**src/raw_cfg.svh**
```systemverilog
/*
 * Offsets, field positions, reset values and timing counts of the
 * alarm, watchdog and interrupt event logic.
 * Assumes a 20-bit byte address and an 8-bit register data path.
 */
`ifndef RAW_CFG_SVH
`define RAW_CFG_SVH

// ---------------------------------------------------------------------
// Register offsets
// ---------------------------------------------------------------------
`define RAW_ADDR_W        20
`define RAW_OFF_FLAGS     20'hffff0
`define RAW_OFF_ALM_SEC   20'hffff2
`define RAW_OFF_ALM_MIN   20'hffff3
`define RAW_OFF_ALM_HOUR  20'hffff4
`define RAW_OFF_ALM_DATE  20'hffff5
`define RAW_OFF_INT_CTL   20'hffff6
`define RAW_OFF_WDOG      20'hffff7

// ---------------------------------------------------------------------
// Field positions
// ---------------------------------------------------------------------
`define RAW_FLG_WDF       7
`define RAW_FLG_AF        6
`define RAW_FLG_PF        5
`define RAW_FLG_OSCILLATOR_FAILURE_FLAG      4
`define RAW_FLG_CAL       2
`define RAW_FLG_W         1
`define RAW_FLG_R         0
`define RAW_ICTL_WIE      7
`define RAW_ICTL_AIE      6
`define RAW_ICTL_PFE      5
`define RAW_ICTL_HL       3
`define RAW_ICTL_PL       2
`define RAW_WD_WDS        7
`define RAW_WD_WDW        6
`define RAW_ALM_MASK      7

// ---------------------------------------------------------------------
// Reset values
// ---------------------------------------------------------------------
`define RAW_ALM_RST       8'h80
`define RAW_ICTL_RST      8'h08
`define RAW_WDT_RST       6'h00

// ---------------------------------------------------------------------
// Input synchroniser slots and timing
// ---------------------------------------------------------------------
`define RAW_SY_TICK       0
`define RAW_SY_OSC        1
`define RAW_SY_PFAIL      2
`define RAW_SY_BACKUP     3
`define RAW_CLK_HZ        40000000
`define RAW_PULSE_MS      200
`define RAW_PULSE_CYC     (`RAW_PULSE_MS * (`RAW_CLK_HZ / 1000))
`define RAW_PULSE_CNT_W   23

`endif

```
**src/raw_pkg.sv**
```systemverilog
/*
 * Types of the alarm, watchdog and interrupt event logic.
 * Assumes raw_cfg.svh is on the include path.
 */
`include "raw_cfg.svh"

package raw_pkg;

    // -----------------------------------------------------------------
    // Interrupt driver states
    // -----------------------------------------------------------------
    typedef enum logic {
        INT_IDLE,
        INT_PULSE
    } raw_int_state_type;

    // -----------------------------------------------------------------
    // Complete state of the block
    // -----------------------------------------------------------------
    typedef struct packed {
        logic [3:0][2:0]                 sync;
        logic [3:0]                      level;
        logic [3:0][7:0]                 almStage;
        logic [3:0][7:0]                 almAct;
        logic [7:0]                      intCtl;
        logic [5:0]                      wdtVal;
        logic                            watchdog_value_write_protect;
        logic [5:0]                      wdtCnt;
        logic                            watchdog_timeout_flag;
        logic                            af;
        logic                            pf;
        logic                            oscillator_failure_flag;
        logic                            cal;
        logic                            wBit;
        logic                            rBit;
        logic                            matchPrev;
        logic                            irqCond;
        raw_int_state_type               intState;
        logic [`RAW_PULSE_CNT_W-1:0]     pulseCnt;
        logic [7:0]                      rdData;
        logic                            intOut;
        logic                            intOe;
    } raw_state_type;

endpackage : raw_pkg

```
**src/raw_event_ctrl.sv**
```systemverilog
/*
 * Alarm comparator, watchdog, power fail effects, flags register and
 * the shared interrupt pin driver of a real time clock.
 * Assumes time counters in BCD on the same clock, and the 32 Hz tick,
 * oscillator, power fail and backup indications arriving as pins.
 */
// Functional notes
// - Compare alarm fields against current time counters.
// - A field counts only when its mask is zero.
// - All masks set means alarm disabled.
// - All masks clear means exact time match.
// - A match sets the alarm flag.
// - Reading flags clears all event flags.
// - Watchdog counts 32 Hz ticks while oscillator runs.
// - Load at power-up, reload on strobe.
// - Reaching zero sets timeout flag, maybe interrupt.
// - Write protect keeps timeout value, strobe acts.
// - Timeout value zero disables the watchdog.
// - Watchdog interrupt enable; flag read clears the timeout flag, not the enable.
// - On backup supply register access is blocked.
// - Interrupt needs a set flag and enable.
// - Pulse mode drives output about 200 ms.
// - Level mode holds output until flags read.
// - Flags read ends a running pulse early.
// - Polarity selects push-pull high or open-drain low.
// - No interrupts while on backup supply.
// - Flags reset to zero, oscillator flag excepted; reset here clears it too.
`timescale 1ns/1ps
`include "raw_cfg.svh"

module raw_event_ctrl
    import raw_pkg::*;
#(
    parameter int unsigned PulseCycles = `RAW_PULSE_CYC
)
(
    input  wire logic                   ref_clk,
    input  wire logic                   rst_n,
    input  wire logic [`RAW_ADDR_W-1:0] regAddr,
    input  wire logic [7:0]             regWrData,
    input  wire logic                   regWrStrobe,
    input  wire logic                   regRdStrobe,
    output logic      [7:0]             regRdData,
    input  wire logic [6:0]             curSeconds,
    input  wire logic [6:0]             curMinutes,
    input  wire logic [5:0]             curHours,
    input  wire logic [5:0]             curDate,
    input  wire logic                   tick32Pin,
    input  wire logic                   oscRunningPin,
    input  wire logic                   powerFailPin,
    input  wire logic                   onBackupPin,
    input  wire logic                   oscFailDetect,
    output logic                        intOut,
    output logic                        intOe
);

    localparam logic [`RAW_PULSE_CNT_W-1:0] PULSE_LAST =
        `RAW_PULSE_CNT_W'(PulseCycles - 1);

    raw_state_type s_q;
    raw_state_type s_d;

    logic       almSet;
    logic       wdfSet;
    logic       pfSet;
    logic       match;
    logic       wrOk;
    logic       rdOk;
    logic [3:0] pinIn;

    assign pinIn = {onBackupPin, powerFailPin, oscRunningPin, tick32Pin};

    // -----------------------------------------------------------------
    // Next state
    // -----------------------------------------------------------------
    // All behaviour lives in one combinational pass over a copy of the
    // state; ordering of the steps below sets the priorities.
    always_comb
    begin
        logic [3:0][6:0] cur;
        logic            allMasked;
        logic            tick;
        logic            newIrq;
        logic            active;
        cur       = {{1'b0, curDate}, {1'b0, curHours}, curMinutes,
                     curSeconds};
        allMasked = 1'b1;
        match     = 1'b1;
        // Every local starts defined so that no path leaves a latch.
        tick      = 1'b0;
        newIrq    = 1'b0;
        active    = 1'b0;
        s_d       = s_q;

        // Three-stage pin synchronisers; a change counts once the
        // second and third stages agree, which rejects single glitches.
        for (int i = 0; i < 4; i++)
        begin
            s_d.sync[i] = {s_q.sync[i][1:0], pinIn[i]};
            if (s_q.sync[i][1] == s_q.sync[i][2])
            begin
                s_d.level[i] = s_q.sync[i][2];
            end
        end
        tick = s_d.level[`RAW_SY_TICK] & ~s_q.level[`RAW_SY_TICK];

        // Backup supply blocks every register access.
        wrOk = regWrStrobe & ~s_q.level[`RAW_SY_BACKUP];
        rdOk = regRdStrobe & ~s_q.level[`RAW_SY_BACKUP];

        // Alarm comparison over the active copy of the alarm fields.
        for (int i = 0; i < 4; i++)
        begin
            if (!s_q.almAct[i][`RAW_ALM_MASK])
            begin
                allMasked = 1'b0;
                if (s_q.almAct[i][6:0] != cur[i])
                begin
                    match = 1'b0;
                end
            end
        end
        match      = match & ~allMasked;
        almSet     = match & ~s_q.matchPrev;
        s_d.matchPrev = match;
        pfSet      = s_d.level[`RAW_SY_PFAIL] & ~s_q.level[`RAW_SY_PFAIL];
        wdfSet     = 1'b0;

        // Watchdog: counts only on a tick with the oscillator running.
        if (tick && s_q.level[`RAW_SY_OSC] && s_q.wdtVal != 6'h00)
        begin
            if (s_q.wdtCnt == 6'h00)
            begin
                s_d.wdtCnt = s_q.wdtVal;
            end
            else if (s_q.wdtCnt == 6'h01)
            begin
                wdfSet     = 1'b1;
                s_d.wdtCnt = s_q.wdtVal;
            end
            else
            begin
                s_d.wdtCnt = s_q.wdtCnt - 6'h01;
            end
        end

        // Flags read clears the events; a set in the same cycle wins.
        s_d.rdData = 8'h00;
        if (rdOk)
        begin
            case (regAddr)
                `RAW_OFF_FLAGS:
                begin
                    s_d.rdData = {s_q.watchdog_timeout_flag, s_q.af, s_q.pf, s_q.oscillator_failure_flag, 1'b0,
                                  s_q.cal, s_q.wBit, s_q.rBit};
                    s_d.watchdog_timeout_flag = 1'b0;
                    s_d.af  = 1'b0;
                    s_d.pf  = 1'b0;
                end
                `RAW_OFF_ALM_SEC:  s_d.rdData = s_q.almStage[0];
                `RAW_OFF_ALM_MIN:  s_d.rdData = s_q.almStage[1];
                `RAW_OFF_ALM_HOUR: s_d.rdData = s_q.almStage[2];
                `RAW_OFF_ALM_DATE: s_d.rdData = s_q.almStage[3];
                `RAW_OFF_INT_CTL:  s_d.rdData = s_q.intCtl;
                `RAW_OFF_WDOG:     s_d.rdData = {1'b0, s_q.watchdog_value_write_protect, s_q.wdtVal};
                default:           s_d.rdData = 8'h00;
            endcase
        end

        // Register writes.
        if (wrOk)
        begin
            case (regAddr)
                `RAW_OFF_FLAGS:
                begin
                    s_d.cal  = regWrData[`RAW_FLG_CAL];
                    s_d.wBit = regWrData[`RAW_FLG_W];
                    s_d.rBit = regWrData[`RAW_FLG_R];
                    if (s_q.wBit && !regWrData[`RAW_FLG_OSCILLATOR_FAILURE_FLAG])
                    begin
                        s_d.oscillator_failure_flag = 1'b0;
                    end
                    // Alarm values take effect when the unlock drops.
                    if (s_q.wBit && !regWrData[`RAW_FLG_W])
                    begin
                        s_d.almAct = s_q.almStage;
                    end
                end
                `RAW_OFF_ALM_SEC:  s_d.almStage[0] = regWrData;
                `RAW_OFF_ALM_MIN:  s_d.almStage[1] = regWrData;
                `RAW_OFF_ALM_HOUR: s_d.almStage[2] = regWrData;
                `RAW_OFF_ALM_DATE: s_d.almStage[3] = regWrData;
                `RAW_OFF_INT_CTL:
                    s_d.intCtl = regWrData & 8'hec;
                `RAW_OFF_WDOG:
                begin
                    s_d.watchdog_value_write_protect = regWrData[`RAW_WD_WDW];
                    if (!regWrData[`RAW_WD_WDW])
                    begin
                        s_d.wdtVal = regWrData[5:0];
                    end
                    if (regWrData[`RAW_WD_WDS])
                    begin
                        s_d.wdtCnt = s_d.wdtVal;
                    end
                end
                default: ;
            endcase
        end

        // Hardware sets come last so that they win over any clear.
        s_d.af = s_d.af | almSet;
        s_d.watchdog_timeout_flag = s_d.watchdog_timeout_flag | wdfSet;
        s_d.pf = s_d.pf | pfSet;
        s_d.oscillator_failure_flag = s_d.oscillator_failure_flag | oscFailDetect;

        // Enabled sources, suppressed while running on backup.
        s_d.irqCond = ((s_d.watchdog_timeout_flag & s_d.intCtl[`RAW_ICTL_WIE])
                     | (s_d.af & s_d.intCtl[`RAW_ICTL_AIE])
                     | (s_d.pf & s_d.intCtl[`RAW_ICTL_PFE]))
                     & ~s_d.level[`RAW_SY_BACKUP];
        newIrq = s_d.irqCond & ~s_q.irqCond;

        // Pulse timer; it ends early once the flags read drops the cause.
        s_d.pulseCnt = '0;
        case (s_q.intState)
            INT_IDLE:
            begin
                if (newIrq && s_d.intCtl[`RAW_ICTL_PL])
                begin
                    s_d.intState = INT_PULSE;
                end
            end
            INT_PULSE:
            begin
                s_d.pulseCnt = s_q.pulseCnt + 1'b1;
                if (!s_d.irqCond || s_q.pulseCnt == PULSE_LAST)
                begin
                    s_d.intState = INT_IDLE;
                end
            end
            default: s_d.intState = INT_IDLE;
        endcase

        active = s_d.intCtl[`RAW_ICTL_PL] ? (s_d.intState == INT_PULSE)
                                          : s_d.irqCond;

        // Push-pull high drives only on main power; else open drain low.
        if (s_d.intCtl[`RAW_ICTL_HL])
        begin
            s_d.intOut = active;
            s_d.intOe  = ~s_d.level[`RAW_SY_BACKUP];
        end
        else
        begin
            s_d.intOut = 1'b0;
            s_d.intOe  = active;
        end
    end

    // -----------------------------------------------------------------
    // State register
    // -----------------------------------------------------------------
    // The watchdog count starts from the stored value at power-up.
    always_ff @(posedge ref_clk)
    begin
        if (!rst_n)
        begin
            s_q          <= '0;
            s_q.almStage <= {4{`RAW_ALM_RST}};
            s_q.almAct   <= {4{`RAW_ALM_RST}};
            s_q.intCtl   <= `RAW_ICTL_RST;
            s_q.wdtVal   <= `RAW_WDT_RST;
            s_q.wdtCnt   <= `RAW_WDT_RST;
            s_q.intState <= INT_IDLE;
        end
        else
        begin
            s_q <= s_d;
        end
    end

    assign regRdData = s_q.rdData;
    assign intOut    = s_q.intOut;
    assign intOe     = s_q.intOe;
endmodule : raw_event_ctrl

```
**config.mk**
```make
export PLATFORM = sky130hd
export DESIGN_NAME = raw_event_ctrl
export DESIGN_NICKNAME = d
export VERILOG_FILES = /design/src/raw_pkg.sv /design/src/raw_event_ctrl.sv
export VERILOG_INCLUDE_DIRS = /design/src
export SDC_FILE = /design/constraint.sdc
export NUM_CORES = 1
export LEC_CHECK = 0
export ABC_AREA = 1
export BUFFER_PORTS_ARGS = -buffer_cell sky130_fd_sc_hd__buf_2
export CAP_MARGIN = 20
export CELL_PAD_IN_SITES_DETAIL_PLACEMENT = 0
export CELL_PAD_IN_SITES_GLOBAL_PLACEMENT = 1
export CORE_MARGIN = 2
export CORE_UTILIZATION = 38
export DETAILED_ROUTE_END_ITERATION = 10
export PLACE_DENSITY = 0.83
export SLEW_MARGIN = 10
export SYNTH_ARGS = -nofsm -noshare
export SYNTH_HDL_FRONTEND = slang
export SYNTH_SLANG_ARGS = --single-unit
```
**constraint.sdc**
```tcl
create_clock -name ref_clk -period 1.9 [get_ports ref_clk]
set_clock_uncertainty 0.1 [all_clocks]
set_input_delay 0.475 -clock ref_clk [delete_from_list [all_inputs] [get_ports ref_clk]]
set_output_delay 0.475 -clock ref_clk [all_outputs]
set_load 0.1 [all_outputs]
```
Yosys cells after proc, flatten, opt, wreduce, memory -nomap -nowiden
Index checks and enable logic that the tools add are counted.
{"block": "classes", "addsub": 2, "multipliers": 0, "n_div": 0, "order_cmp": 0, "n_eq_ne": 17, "shift": 0, "muxes": 37, "bitwise": 25, "n_reduce_logical": 21}
{"operator": "$eq 20x20->1 const B", "n": 7}
{"operator": "$pmux 8 s7", "n": 1}
{"operator": "$mux 6", "n": 5}
{"operator": "$add 23x1->23 const B", "n": 1}
{"operator": "$eq 23x23->1 const B", "n": 1}
{"operator": "$mux 1", "n": 23}
{"operator": "$mux 21", "n": 1}
{"operator": "$reduce_and 2->1", "n": 9}
{"operator": "$ne 7x6->1", "n": 2}
{"operator": "$ne 7x7->1", "n": 2}
{"operator": "$mux 13", "n": 1}
{"operator": "$and 1x1->1", "n": 11}
{"operator": "$mux 4", "n": 2}
{"operator": "$mux 8", "n": 1}
{"operator": "$not 1->1", "n": 8}
{"operator": "$eq 6x1->1 const B", "n": 1}
{"operator": "$logic_not 6->1", "n": 1}
{"operator": "$mux 3", "n": 2}
{"operator": "$or 1x1->1", "n": 6}
{"operator": "$reduce_bool 6->1", "n": 1}
{"operator": "$sub 6x1->6 const B", "n": 1}
{"operator": "$logic_and 1x1->1", "n": 5}
{"operator": "$eq 1x1->1", "n": 4}
{"operator": "$logic_not 1->1", "n": 3}
{"operator": "3 further kinds", "n": 3}
{"block": "totals", "register_bits": 141, "latchBits": 0, "ram_bits": 0, "mem_bits_ro": 0, "output_inout_bits": 10, "mem_count": 0}

Longest topological paths before layout
Gate-level depths: netlist of run 1.
{"block": "depth", "ltp_word": 22, "ltp_mapped": 16, "ltp_nobuf": 16}

Worst setup path after synthesis of run 1
No wires, ideal clock.
{"block": "synth_timing", "kind": "in2reg", "start": "in regAddr[9]", "end": "reg s_q[72] (netlist bit)", "setup_ps": 119, "arrival_time_ps": 1665, "t_required_ps": 1681, "path_slack_ps": 16, "path_stages": 8, "path_buffers": 1, "path_cell_list": "nand2_1 > nor2_2 > nand3_4 > nor4_2 > nand4_2 > clkbuf_1 > o21ai_0 > a21oi_1"}
{"block": "synth_via", "elab_chain_len": 2}
{"element": "from (decl)", "line": "raw_event_ctrl.sv:39", "source": "input wire logic [`RAW_ADDR_W-1:0] regAddr,"}
{"element": "$eq 20x20->1", "line": "raw_event_ctrl.sv:173", "source": "case (regAddr)"}
{"element": "$reduce_and 3->1 (no line)"}
{"element": "to (decl)", "line": "raw_event_ctrl.sv:60", "source": "raw_state_type s_q;"}
No other way between the ends.
A chain may end at the register's enable or synchronous reset.

Worst setup path in the final report of run 1
{"block": "layout_timing", "start": "reg s_q[10] (netlist bit)", "end": "reg s_q[27] (netlist bit)"}
{"block": "layout_via", "elab_chain_len": 1}
{"element": "$add 23x1->23", "line": "raw_event_ctrl.sv:236", "source": "s_d.pulseCnt = s_q.pulseCnt + 1'b1;"}
No other way between the ends.

==> metrics.md, run 1 <==
| Metric | Value |
|---|---|
| Full die area | ~19,000 µm² |
| VDD IR max | between 1 and 1.5 mV |
| Status | completed |
| Critical Path End Type | register |
| CTS Hold Bufs | 0 |
| Row count | between 40 and 50 |
| Tot Pwr | approximately 6.7 mW |
| Clk_lat worst skew | between 0.4 and 0.5 ns |
| Unrepaired setup endpoints after global routing | yes |
| Core ar. | ~17,000 µm² |
| Share of the clock period used by the worst path | around 95% |
| Detail Route Antenna Nets | 0 |
| Arr. time, crit path | 2.07 ns |
| Drt drc | 0 |
| Clock sink count | approximately 140 |
| H-tree lvl count | 4 |
| R2R setup slack | about 0.1 ns |
| Layout Cells excl Fill | around 1,300 |
| Nets | around 1,100 |
| Sw frac | between 20% and 30% |
| # placed instances | 1,284 |
| Gp weighted congestion | 0.8593 |
| DPL Wire Length | 12,880 µm |
| Hold crit path type | input pin to register |
| Port buffer count | between 70 and 80 |
| Max_slew headroom | between 60% and 70% |
| Synthesized instance count | ~950 |
| All-Layer GR Usage | about a fifth |
| Final wirelength | 17,520 µm |
| FF-to-FF End | s_q[27] |
| Clk pin slew, worst setup/hold paths | 0.06 ns |
| R2R cell count | 13 |
| Diodes inserted | 0 |
| #FFs+latches synth | 141 |
| Internal power | roughly 5.2 mW |
| Clk buf depth | 2 |
| Psw | around 1.5 mW |
| Avg Cell Area, Syn | between 7 and 8 µm² |
| Reg-to-reg startpoint | s_q[10] |
| Pre-CTS setup slack | -0.3002 ns |
| Initial Util | between 30% and 40% |
| First-pass GRT wire length | about 28,000 µm |
| CP endpoint | s_q[27] |
| Ratio of cells with drive above 1 in the final layout | approximately a quarter |
| Vias per cell | about 4.8 |
| Leakage power total | 3.778 nW |
| Maximum clock frequency | about 0.56 GHz |
| Power density cells | around 780 nW/µm² |
| Fin util | 49.52% |
| Slew @ Worst Pin | ~0.5 ns |
| Share of power burned in registers | between 40% and 50% |
| Post-synth top area share | around two fifths |
| Slack of the critical path | about 0.10 ns |
| Unique cell type count in the Yosys netlist | 45 |
| Most frequent cells in the layout | nand2_1, inv_1, dfxtp_1 |
| Setup violations, final | 0 |
| Final Critical Period | between 1.5 and 2 ns |
| Syn nets | 1,012 |
| CTS Buf Count | 17 |
| Vias in the first global route | around 5,800 |
| Final hold viol count | 0 |
| Commonest non-fill, non-tap cell in the layout | nand2_1 |
| 1st-iter DRT viols | 258 |
| Worst setup SP type | register |
| Post-DP Area | approximately 7800 µm² |
| Largest net degree at the start of global routing | 78 |
| CTS tree | built |
| CP Max Fanout | 4 |
| Kind of critical path | register to register |
| Area Overhead vs Synth | 27.33% |
| Root buf cell | clkbuf_16 |
| Largest area contributor in the netlist | dfxtp_1 |
| Max Cap Viol | 0 |
| Critical Path Source | s_q[10] |
| Synth warnings | 0 |
| Synth area leaders | dfxtp_1, nand2_1, inv_1 |
| Total grt overflow | 0 |
| Syn Std Cell Area | between 6000 and 7000 µm² |
| Initial antenna violation count | 0 |
| Die width | 137.0 µm |
| Pre-antenna DRT Iters | 4 |
| Combinational power share | roughly 4.5% |
| Clk pwr share | between 50 and 60% |
| Wire per inst | about 13 µm |
| Die Y | ~140 µm |
| DR vias | around 6,300 |
| CP required | 2.17 ns |
| Fin. max-slew vios | 0 |
| Register area share after synthesis | between 40% and 50% |
| Ports | between 70 and 80 |
| Final instance area | ~8600 µm² |
[stage by stage]
| stage | hold WS, ns | setup TNS (ns) |
|---|---|---|
| floorplan | 0.2905 | 0 |
| global placement | 0.2922 | -13.76 |
| detailed placement | 0.2977 | -15.90 |
| CTS | 0.1156 | 0 |
| global route | 0.1303 | -0.1819 |
| finish | 0.1224 | 0 |
[routing by layer]
layer | vias up | track usage (%) | wire, µm | part of all wire, %
met5 | - | 0 | 0 | 0
met4 | 0 | 7.904 | 368 | 2.1
met3 | 23 | 3.704 | 651 | 3.7
met2 | 109 | 32.34 | 8463 | 48
met1 | 2855 | 24.66 | 8031 | 46
li1 | 3318 | - | - | -
[kinds of logic after synthesis]
| family | share of synthesized area (%) |
|---|---|
| adder cells (fa/ha/maj) | 0.5581 |
| flip-flops | 41.96 |
| XOR/XNOR | 1.042 |
| AND/OR/NAND/NOR | 24.65 |
| AO/OA/AOI/OAI | 19.64 |
| buffers and inverters | 12.15 |
[power groups by stage]
stage          logic [mW]  clock network (mW)  registers (mW)
3_5_place_dp        0.299                   0            3.04
6_report            0.300                3.38            2.98
2_1_floorplan       0.141                   0            3.05
5_1_grt             0.334                3.58            2.98
4_1_cts             0.301                3.42            2.98
3_3_place_gp        0.297                   0            3.04
[worst min-delay path by stage]
| stage | startpoint | to | slack, ns | depth (start not counted) |
|---|---|---|---|---|
| final | onBackupPin | s_d[142] | 0.12 | 3 |
| after CTS | onBackupPin | s_d[142] | 0.12 | 3 |
| after global routing | onBackupPin | s_d[142] | 0.13 | 3 |
| after floorplan | s_d[133] | s_d[134] | 0.29 | 2 |
| after global placement | s_d[133] | s_d[134] | 0.29 | 2 |
| after detailed placement | s_d[142] | s_d[143] | 0.30 | 2 |
[area by class of cell]
type | instances | area (µm²)
Clock inverter | 9 | 107.6
Inverter | 171 | 641.9
Fill cell | 1773 | 8732
Timing Repair Buffer | 147 | 948.4
Multi-Input combinational cell | 603 | 3254
Clock buffer | 23 | 498.0
Sequential cell | 141 | 2833
Tap cell | 225 | 281.5
[flip-flops by register name, indices dropped and copies added (netlist names)]
name / count
intOut: 1
intOe: 1
regRdData: 8
s_d: 8
s_q: 123
[cell usage after synthesis, drive strengths merged]
cell,count
nand2,187
inv,171
dfxtp,141
o21ai,96
nor2,95
a21oi,84
nand3,35
nor3,24
a211oi,16
buf,16
clkbuf,15
nand4,13
o22ai,13
o211ai,9
xor2,6
o21a,4
a31oi,3
ha,3
nor4,3
nor3b,2
o21bai,2
o31ai,2
xnor2,2
a311oi,1
a41oi,1
nand3b,1
or2,1
[what timing repair did]
item / 4_1_cts / 5_1_grt
pin swaps: 0 / 18
setup buffers: 1 / 2
resized for setup: 5 / 52
endpoints found under the setup margin: 5 / 20
[critical path, stage by stage (launching register included)]
cell     delay (ns)
dfxtp_2        0.35
buf_4          0.11
nand3_1        0.08
inv_2          0.09
nand2_1        0.08
inv_2          0.07
nand2_2        0.08
nor3_4         0.19
nand2_1        0.10
nor2_2         0.15
nand3_2        0.10
nor2_1         0.12
nor2_1         0.04
nor2_1         0.07
No activity file was read; power rests on OpenSTA's default activity.
==> run 2: changes to the inputs <==
Settings changed: CORE_UTILIZATION 38 to 40, CTS_BUF_LIST from default to sky130_fd_sc_hd__clkbuf_8, PLACE_DENSITY 0.83 to 0.87, SETUP_SLACK_MARGIN from default to 0.5.
==> run 2 against run 1 <==
Net effect:
- global-route usage grew 3.9 points
- sequential share of layout area decreased by 5.5 points
- first-iteration DRC count increased by 78%
- largest power group is now registers
- highest routed layer unchanged
==> metrics.md, run 2 (synthesized netlist as in run 1, its figures left out) <==
| Metric | Value |
|---|---|
| Status | completed |
| Arr. time, crit path | 2.14 ns (+0.07 ns) |
| Leakage power total | 4.323 nW (+14%) |
| Critical path's largest stage delay | 0.20 ns (-0.15 ns) |
| CP Max Fanout | 7 (+3) |
| Top sig layer | met4 |
| Wire per inst | 16.19 µm (+22%) |
| Crit-path cells | buf_8 -> nand2_8 -> nor2_4 -> nand3_4 -> nor2_8 -> nand2_4 -> nor2_4 -> inv_2 -> nor2_4 -> nand2_8 -> buf_12 -> buf_16 -> a21oi_2 |
| VDD IR max | 0.4402 mV (-63%) |
| Drt drc | 0 (unchanged) |
| Vias in the first global route | 6,594 (+14%) |
| CP dominant cell by count | nor2_4 |
| CTS Hold Bufs | 0 (unchanged) |
| Fin. max-slew vios | 0 (unchanged) |
| Max reg flops | 123 (unchanged) |
| Detail Route Antenna Nets | 0 (unchanged) |
| Clk pin slew, worst setup/hold paths | 0.08 ns (+0.02 ns) |
| Setup violations, final | 0 (unchanged) |
| CTS tree | built |
| Fillers | 1,298 (-27%) |
| Root buf cell | clkbuf_8 |
| WL met2 | 10,760 µm (+27%) |
| DR vias | 7,068 (+12%) |
| DRT met1 WL | 9097 µm (+13%) |
| CP required | 2.19 ns (+0.02 ns) |
| Max_slew headroom | 53.12% (-14 points) |
| Die Y | 133.7 µm (-2.5%) |
| Layout Cells excl Fill | 1,372 (+4.0%) |
| Nets | 1,205 (+5.1%) |
| All-Layer GR Usage | 23.28% (+3.9 points) |
| Initial Util | 40.71% (+1.8 points) |
| Diodes inserted | 0 (unchanged) |
| Kind of critical path | input pin to register |
| Final Critical Period | 1.853 ns (+0.05371 ns) |
| Maximum clock frequency | 0.5395 GHz (-2.9%) |
| Clock sink count | 141 (unchanged) |
| Tot Pwr | 5.763 mW (-13%) |
| Unrepaired setup endpoints after global routing | yes |
| Row count | 47 (-2.1%) |
| Clk buf depth | 2 (unchanged) |
| Area Overhead vs Synth | 54.93% |
| Largest net degree at the start of global routing | 55 (-29%) |
| Critical Path End Type | register |
| Final hold viol count | 0 (unchanged) |
| DPL Wire Length | 13,360 µm (+3.7%) |
| Slack of the critical path | 0.04656 ns (-0.05371 ns) |
| First-pass GRT wire length | 32,690 µm (+15%) |
| Reg with most FFs | s_q |
| # placed instances | 1,262 (-1.7%) |
| Ratio of cells with drive above 1 in the final layout | 46.70% (+22 points) |
| Fin util | 63.07% (+14 points) |
| H-tree lvl count | 4 (unchanged) |
| Worst path bufs/invs | 4 (+1) |
| Share of the clock period used by the worst path | 97.55% (+2.8 points) |
| Vias per cell | 5.152 (+7.8%) |
| Full die area | 17,870 µm² (-4.9%) |
| WL met3 | 1318 µm (+100%) |
| Pre-antenna DRT Iters | 5 (+1) |
| 1st-iter DRT viols | 458 (+78%) |
| Largest delay contributor family on the critical path | simple AND/OR/NAND/NOR gates |
| Core ar. | 16,520 µm² (-4.5%) |
| Total grt overflow | 0 (unchanged) |
| CTS Buf Count | 17 (unchanged) |
| Clk_lat worst skew | 0.45 ns (+0.02 ns) |
| Port buffer count | 72 (unchanged) |
| Hold crit path type | input pin to register |
| Final wirelength | 22,210 µm (+27%) |
| Commonest non-fill, non-tap cell in the layout | nand2_1 |
| Power density cells | 553.0 nW/µm² (-29%) |
| Slowest CP cell | nor2_4 |
| Pre-CTS setup slack | -0.2299 ns (+0.07023 ns) |
| Setup TNS | 0 ns (unchanged) |
| Slew @ Worst Pin | 0.7032 ns (+0.2116 ns) |
| Initial antenna violation count | 0 (unchanged) |
| Max Cap Viol | 0 (unchanged) |
| Worst setup SP type | input pin |
| Ports | 73 (unchanged) |
| Die width | 133.7 µm (-2.5%) |
| Gp weighted congestion | 0.9587 (+12%) |
| Most frequent cells in the layout | nand2_1, inv_1, dfxtp_1 |
==> run 2: worst reg2reg max path, stage by stage, from the launching register on <==
cell	delay [ns]
dfxtp_1	0.31
inv_2	0.09
nand2_4	0.09
buf_4	0.16
nor2_4	0.14
inv_2	0.08
nor2_4	0.20
nand2_8	0.15
buf_12	0.18
buf_16	0.13
a21oi_2	0.11
==> run 2: where the power goes <==
group          internal (mW)  switching, mW  total [mW]
Sequential              2.96        0.00709        2.97
Combinational          0.162          0.254       0.416
Clock                   1.21           1.17        2.38
Total                   4.34           1.43        5.76
==> run 2: cell type report <==
class / instances / area (µm²) / area share [%]
clock buffer: 19 / 261.5 / 2.509
clock inverter: 13 / 125.1 / 1.201
inverter: 171 / 661.9 / 6.351
multi-input combinational: 606 / 4207 / 40.37
sequential: 141 / 2870 / 27.54
tap: 220 / 275.3 / 2.641
timing repair buffer: 202 / 2021 / 19.39
==> run 2: path summary, 6_finish.rpt <==
check	from	to	slack, ns	depth (start not counted)
worst max-delay path	regAddr[6]	s_q[89]	0.05	13
worst min-delay path	onBackupPin	s_d[142]	0.10	3
worst max register to register	s_q[131]	s_q[89]	0.09	10
worst min register to register	s_d[133]	s_d[134]	0.31	2
==> run 2: metal layers <==
layer	vias up	track usage [%]
met5	-	0
met4	0	10.40
met3	87	5.175
met2	296	39.49
met1	3230	28.28
li1	3455	-
==> run 2: through the flow <==
stage | instance area (µm²) | hold slack (ns)
finish | 10420 | 0.1041
global route | 10420 | 0.09929
CTS | 9706 | 0.08297
detailed placement | 7980 | 0.2980
global placement | 7980 | 0.2941
floorplan | 7025 | 0.2905
==> run 2: timing repair <==
item                                    in CTS  in global routing
endpoints found under the setup margin     121                126
hold endpoints to repair                     0                  0
pin swaps                                   85                 72
gates cloned                                10                  0
setup buffers                               42                 26
resized for setup                          267                146
==> run 3: changes to the inputs <==
Settings changed: CELL_PAD_IN_SITES_GLOBAL_PLACEMENT 1 to 2, CORE_UTILIZATION 40 to 31, PLACE_DENSITY 0.87 to 0.86.
==> run 3 against run 2 <==
Net effect:
- first-iteration DRC count shrank 36%
- clock-buffer cell count grew 1
- critical path depth shrank 2
- total power grew 11%
- critical path type is now register to register
- largest cell class unchanged
- highest routed layer unchanged
==> metrics.md, run 3 (synthesized netlist as in run 1, its figures left out) <==
| Metric | Value |
|---|---|
| Initial antenna violation count | 0 (unchanged) |
| Die Y | 151.3 µm (+13%) |
| Max_slew headroom | 65.74% (+13 points) |
| Ports | 73 (unchanged) |
| Full die area | 22,890 µm² (+28%) |
| Hold WS | 0.1027 ns (-0.001360 ns) |
| Commonest non-fill, non-tap cell in the layout | nand2_1 |
| Worst path bufs/invs | 2 (-2) |
| Die width | 151.3 µm (+13%) |
| Largest delay contributor family on the critical path | simple AND/OR/NAND/NOR gates |
| Vias per cell | 4.734 (-8.1%) |
| Reg with most FFs | s_q |
| Final hold viol count | 0 (unchanged) |
| CTS tree | built |
| Drt drc | 0 (unchanged) |
| Root buf cell | clkbuf_8 |
| Status | completed |
| Clk pin slew, worst setup/hold paths | 0.08 ns (about the same) |
| Slew @ Worst Pin | 0.5131 ns (-0.1901 ns) |
| Max reg flops | 123 (unchanged) |
| Pre-antenna DRT Iters | 5 (unchanged) |
| CTS Hold Bufs | 0 (unchanged) |
| Setup violations, final | 0 (unchanged) |
| Clock sink count | 141 (unchanged) |
| Maximum clock frequency | 0.5534 GHz (+2.6%) |
| Max Cap Viol | 0 (unchanged) |
| Clk buf depth | 2 (unchanged) |
| Nets | 1,229 (+2.0%) |
| Slowest CP cell | dfxtp_2 |
| All-Layer GR Usage | 19.02% (-4.3 points) |
| WL met3 | 809 µm (-39%) |
| Fillers | 1,914 (+47%) |
| DPL Wire Length | 14,190 µm (+6.2%) |
| # placed instances | 1,329 (+5.3%) |
| Gp weighted congestion | 0.8540 (-11%) |
| Worst setup SP type | register |
| Total grt overflow | 0 (unchanged) |
| Arr. time, crit path | 2.08 ns (-0.06 ns) |
| Detail Route Antenna Nets | 0 (unchanged) |
| Setup TNS | 0 ns (unchanged) |
| Clk_lat worst skew | 0.45 ns (about the same) |
| Kind of critical path | register to register |
| Initial Util | 31.80% (-8.9 points) |
| Final Critical Period | 1.807 ns (-0.04642 ns) |
| Hold crit path type | input pin to register |
| CP Max Fanout | 3 (-4) |
| VDD IR max | 0.4797 mV (+9.0%) |
| Wire per inst | 15.04 µm (-7.1%) |
| Final wirelength | 21,820 µm (-1.8%) |
| Diodes inserted | 0 (unchanged) |
| Critical path's largest stage delay | 0.36 ns (+0.16 ns) |
| First-pass GRT wire length | 33,490 µm (+2.5%) |
| DRT met1 WL | 9904 µm (+8.9%) |
| Area Overhead vs Synth | 66.16% |
| DR vias | 6,869 (-2.8%) |
| Core ar. | 21,150 µm² (+28%) |
| Critical Path End Type | register |
| Power density cells | 572.2 nW/µm² (+3.5%) |
| Layout Cells excl Fill | 1,451 (+5.8%) |
| Leakage power total | 4.571 nW (+5.7%) |
| Ratio of cells with drive above 1 in the final layout | 51.62% (+4.9 points) |
| CTS Buf Count | 17 (unchanged) |
| Row count | 53 (+13%) |
| WL met2 | 10,700 µm (-0.59%) |
| Unrepaired setup endpoints after global routing | yes |
| CP required | 2.18 ns (about the same) |
| Fin. max-slew vios | 0 (unchanged) |
| Largest net degree at the start of global routing | 57 (+3.6%) |
| H-tree lvl count | 4 (unchanged) |
| Port buffer count | 72 (unchanged) |
| Most frequent cells in the layout | nand2_1, inv_1, dfxtp_1 |
| Top sig layer | met4 |
| Vias in the first global route | 6,529 (-0.99%) |
| Crit-path cells | ha_4 -> nand2_2 -> inv_2 -> nand3_4 -> nor2_4 -> nand3_2 -> nor2_4 -> nand3_4 -> buf_6 -> o21ai_1 -> nor3b_2 |
| 1st-iter DRT viols | 292 (-36%) |
| Share of the clock period used by the worst path | 95.11% (-2.4 points) |
[run 3: cell count changes in the layout (fill, tap and decap cells not counted), moves of 6 or more]
| cell | change |
|---|---|
| dfxtp_2 | +7 |
| dfxtp_1 | -9 |
| nand2_1 | -10 |
| o21ai_2 | -8 |
| o21ai_1 | -12 |
| o21ai_0 | -6 |
| o21ai_4 | +26 |
| nor2_4 | +10 |
| nand2_2 | +7 |
| buf_4 | +23 |
[run 3: worst min-delay path: stages]
cell and delay (ns):
buf_2 0.07, nand2_1 0.04, inv_1 0.04
[run 3: routing by layer]
layer / up-vias / GRT usage [%]
li1: 3506 / -
met1: 3222 / 24.08
met2: 116 / 32.40
met3: 25 / 3.855
met4: 0 / 6.028
met5: - / 0
[run 3: through the flow]
stage	total power [mW]	cell area, µm²	utilization, %	setup slack, ns
3_3_place_gp	3.377	8102	38.30	-0.2575
6_report	6.395	11180	52.84	0.09298
5_1_grt	6.614	11180	52.84	-0.004964
4_1_cts	6.390	10120	47.85	0.1211
3_5_place_dp	3.379	8102	38.30	-0.2487
2_1_floorplan	3.207	7025	-	0.05783
[run 3: layout make-up]
type | instances | area, µm² | area share [%]
tap | 275 | 344.1 | 3.078
inverter | 171 | 674.4 | 6.034
clock inverter | 12 | 215.2 | 1.925
sequential | 141 | 2887 | 25.83
multi-input combinational | 606 | 4616 | 41.30
timing repair buffer | 226 | 2166 | 19.38
clock buffer | 20 | 275.3 | 2.463
[run 3: what timing repair did]
item / in CTS / in global routing
setup endpoints to repair: 122 / 126
cloned: 9 / 0
pin swaps: 86 / 98
resized for setup: 307 / 207
buffers inserted: 55 / 26
[run 3: where the power goes]
part	total (mW)	internal (mW)	leakage, nW	switching [mW]
combinational	0.456	0.184	3.16	0.271
clock	2.98	1.79	0.250	1.18
sequential	2.96	2.96	1.16	0.00706
[run 3: worst paths after layout]
kind	startpoint	end	slack [ns]	cells after the start
hold / removal	onBackupPin	s_d[142]	0.10	3
hold reg to reg	s_d[133]	s_d[134]	0.31	2
setup / recovery	s_q[11]	s_q[32]	0.09	11
setup reg to reg	s_q[11]	s_q[32]	0.09	11
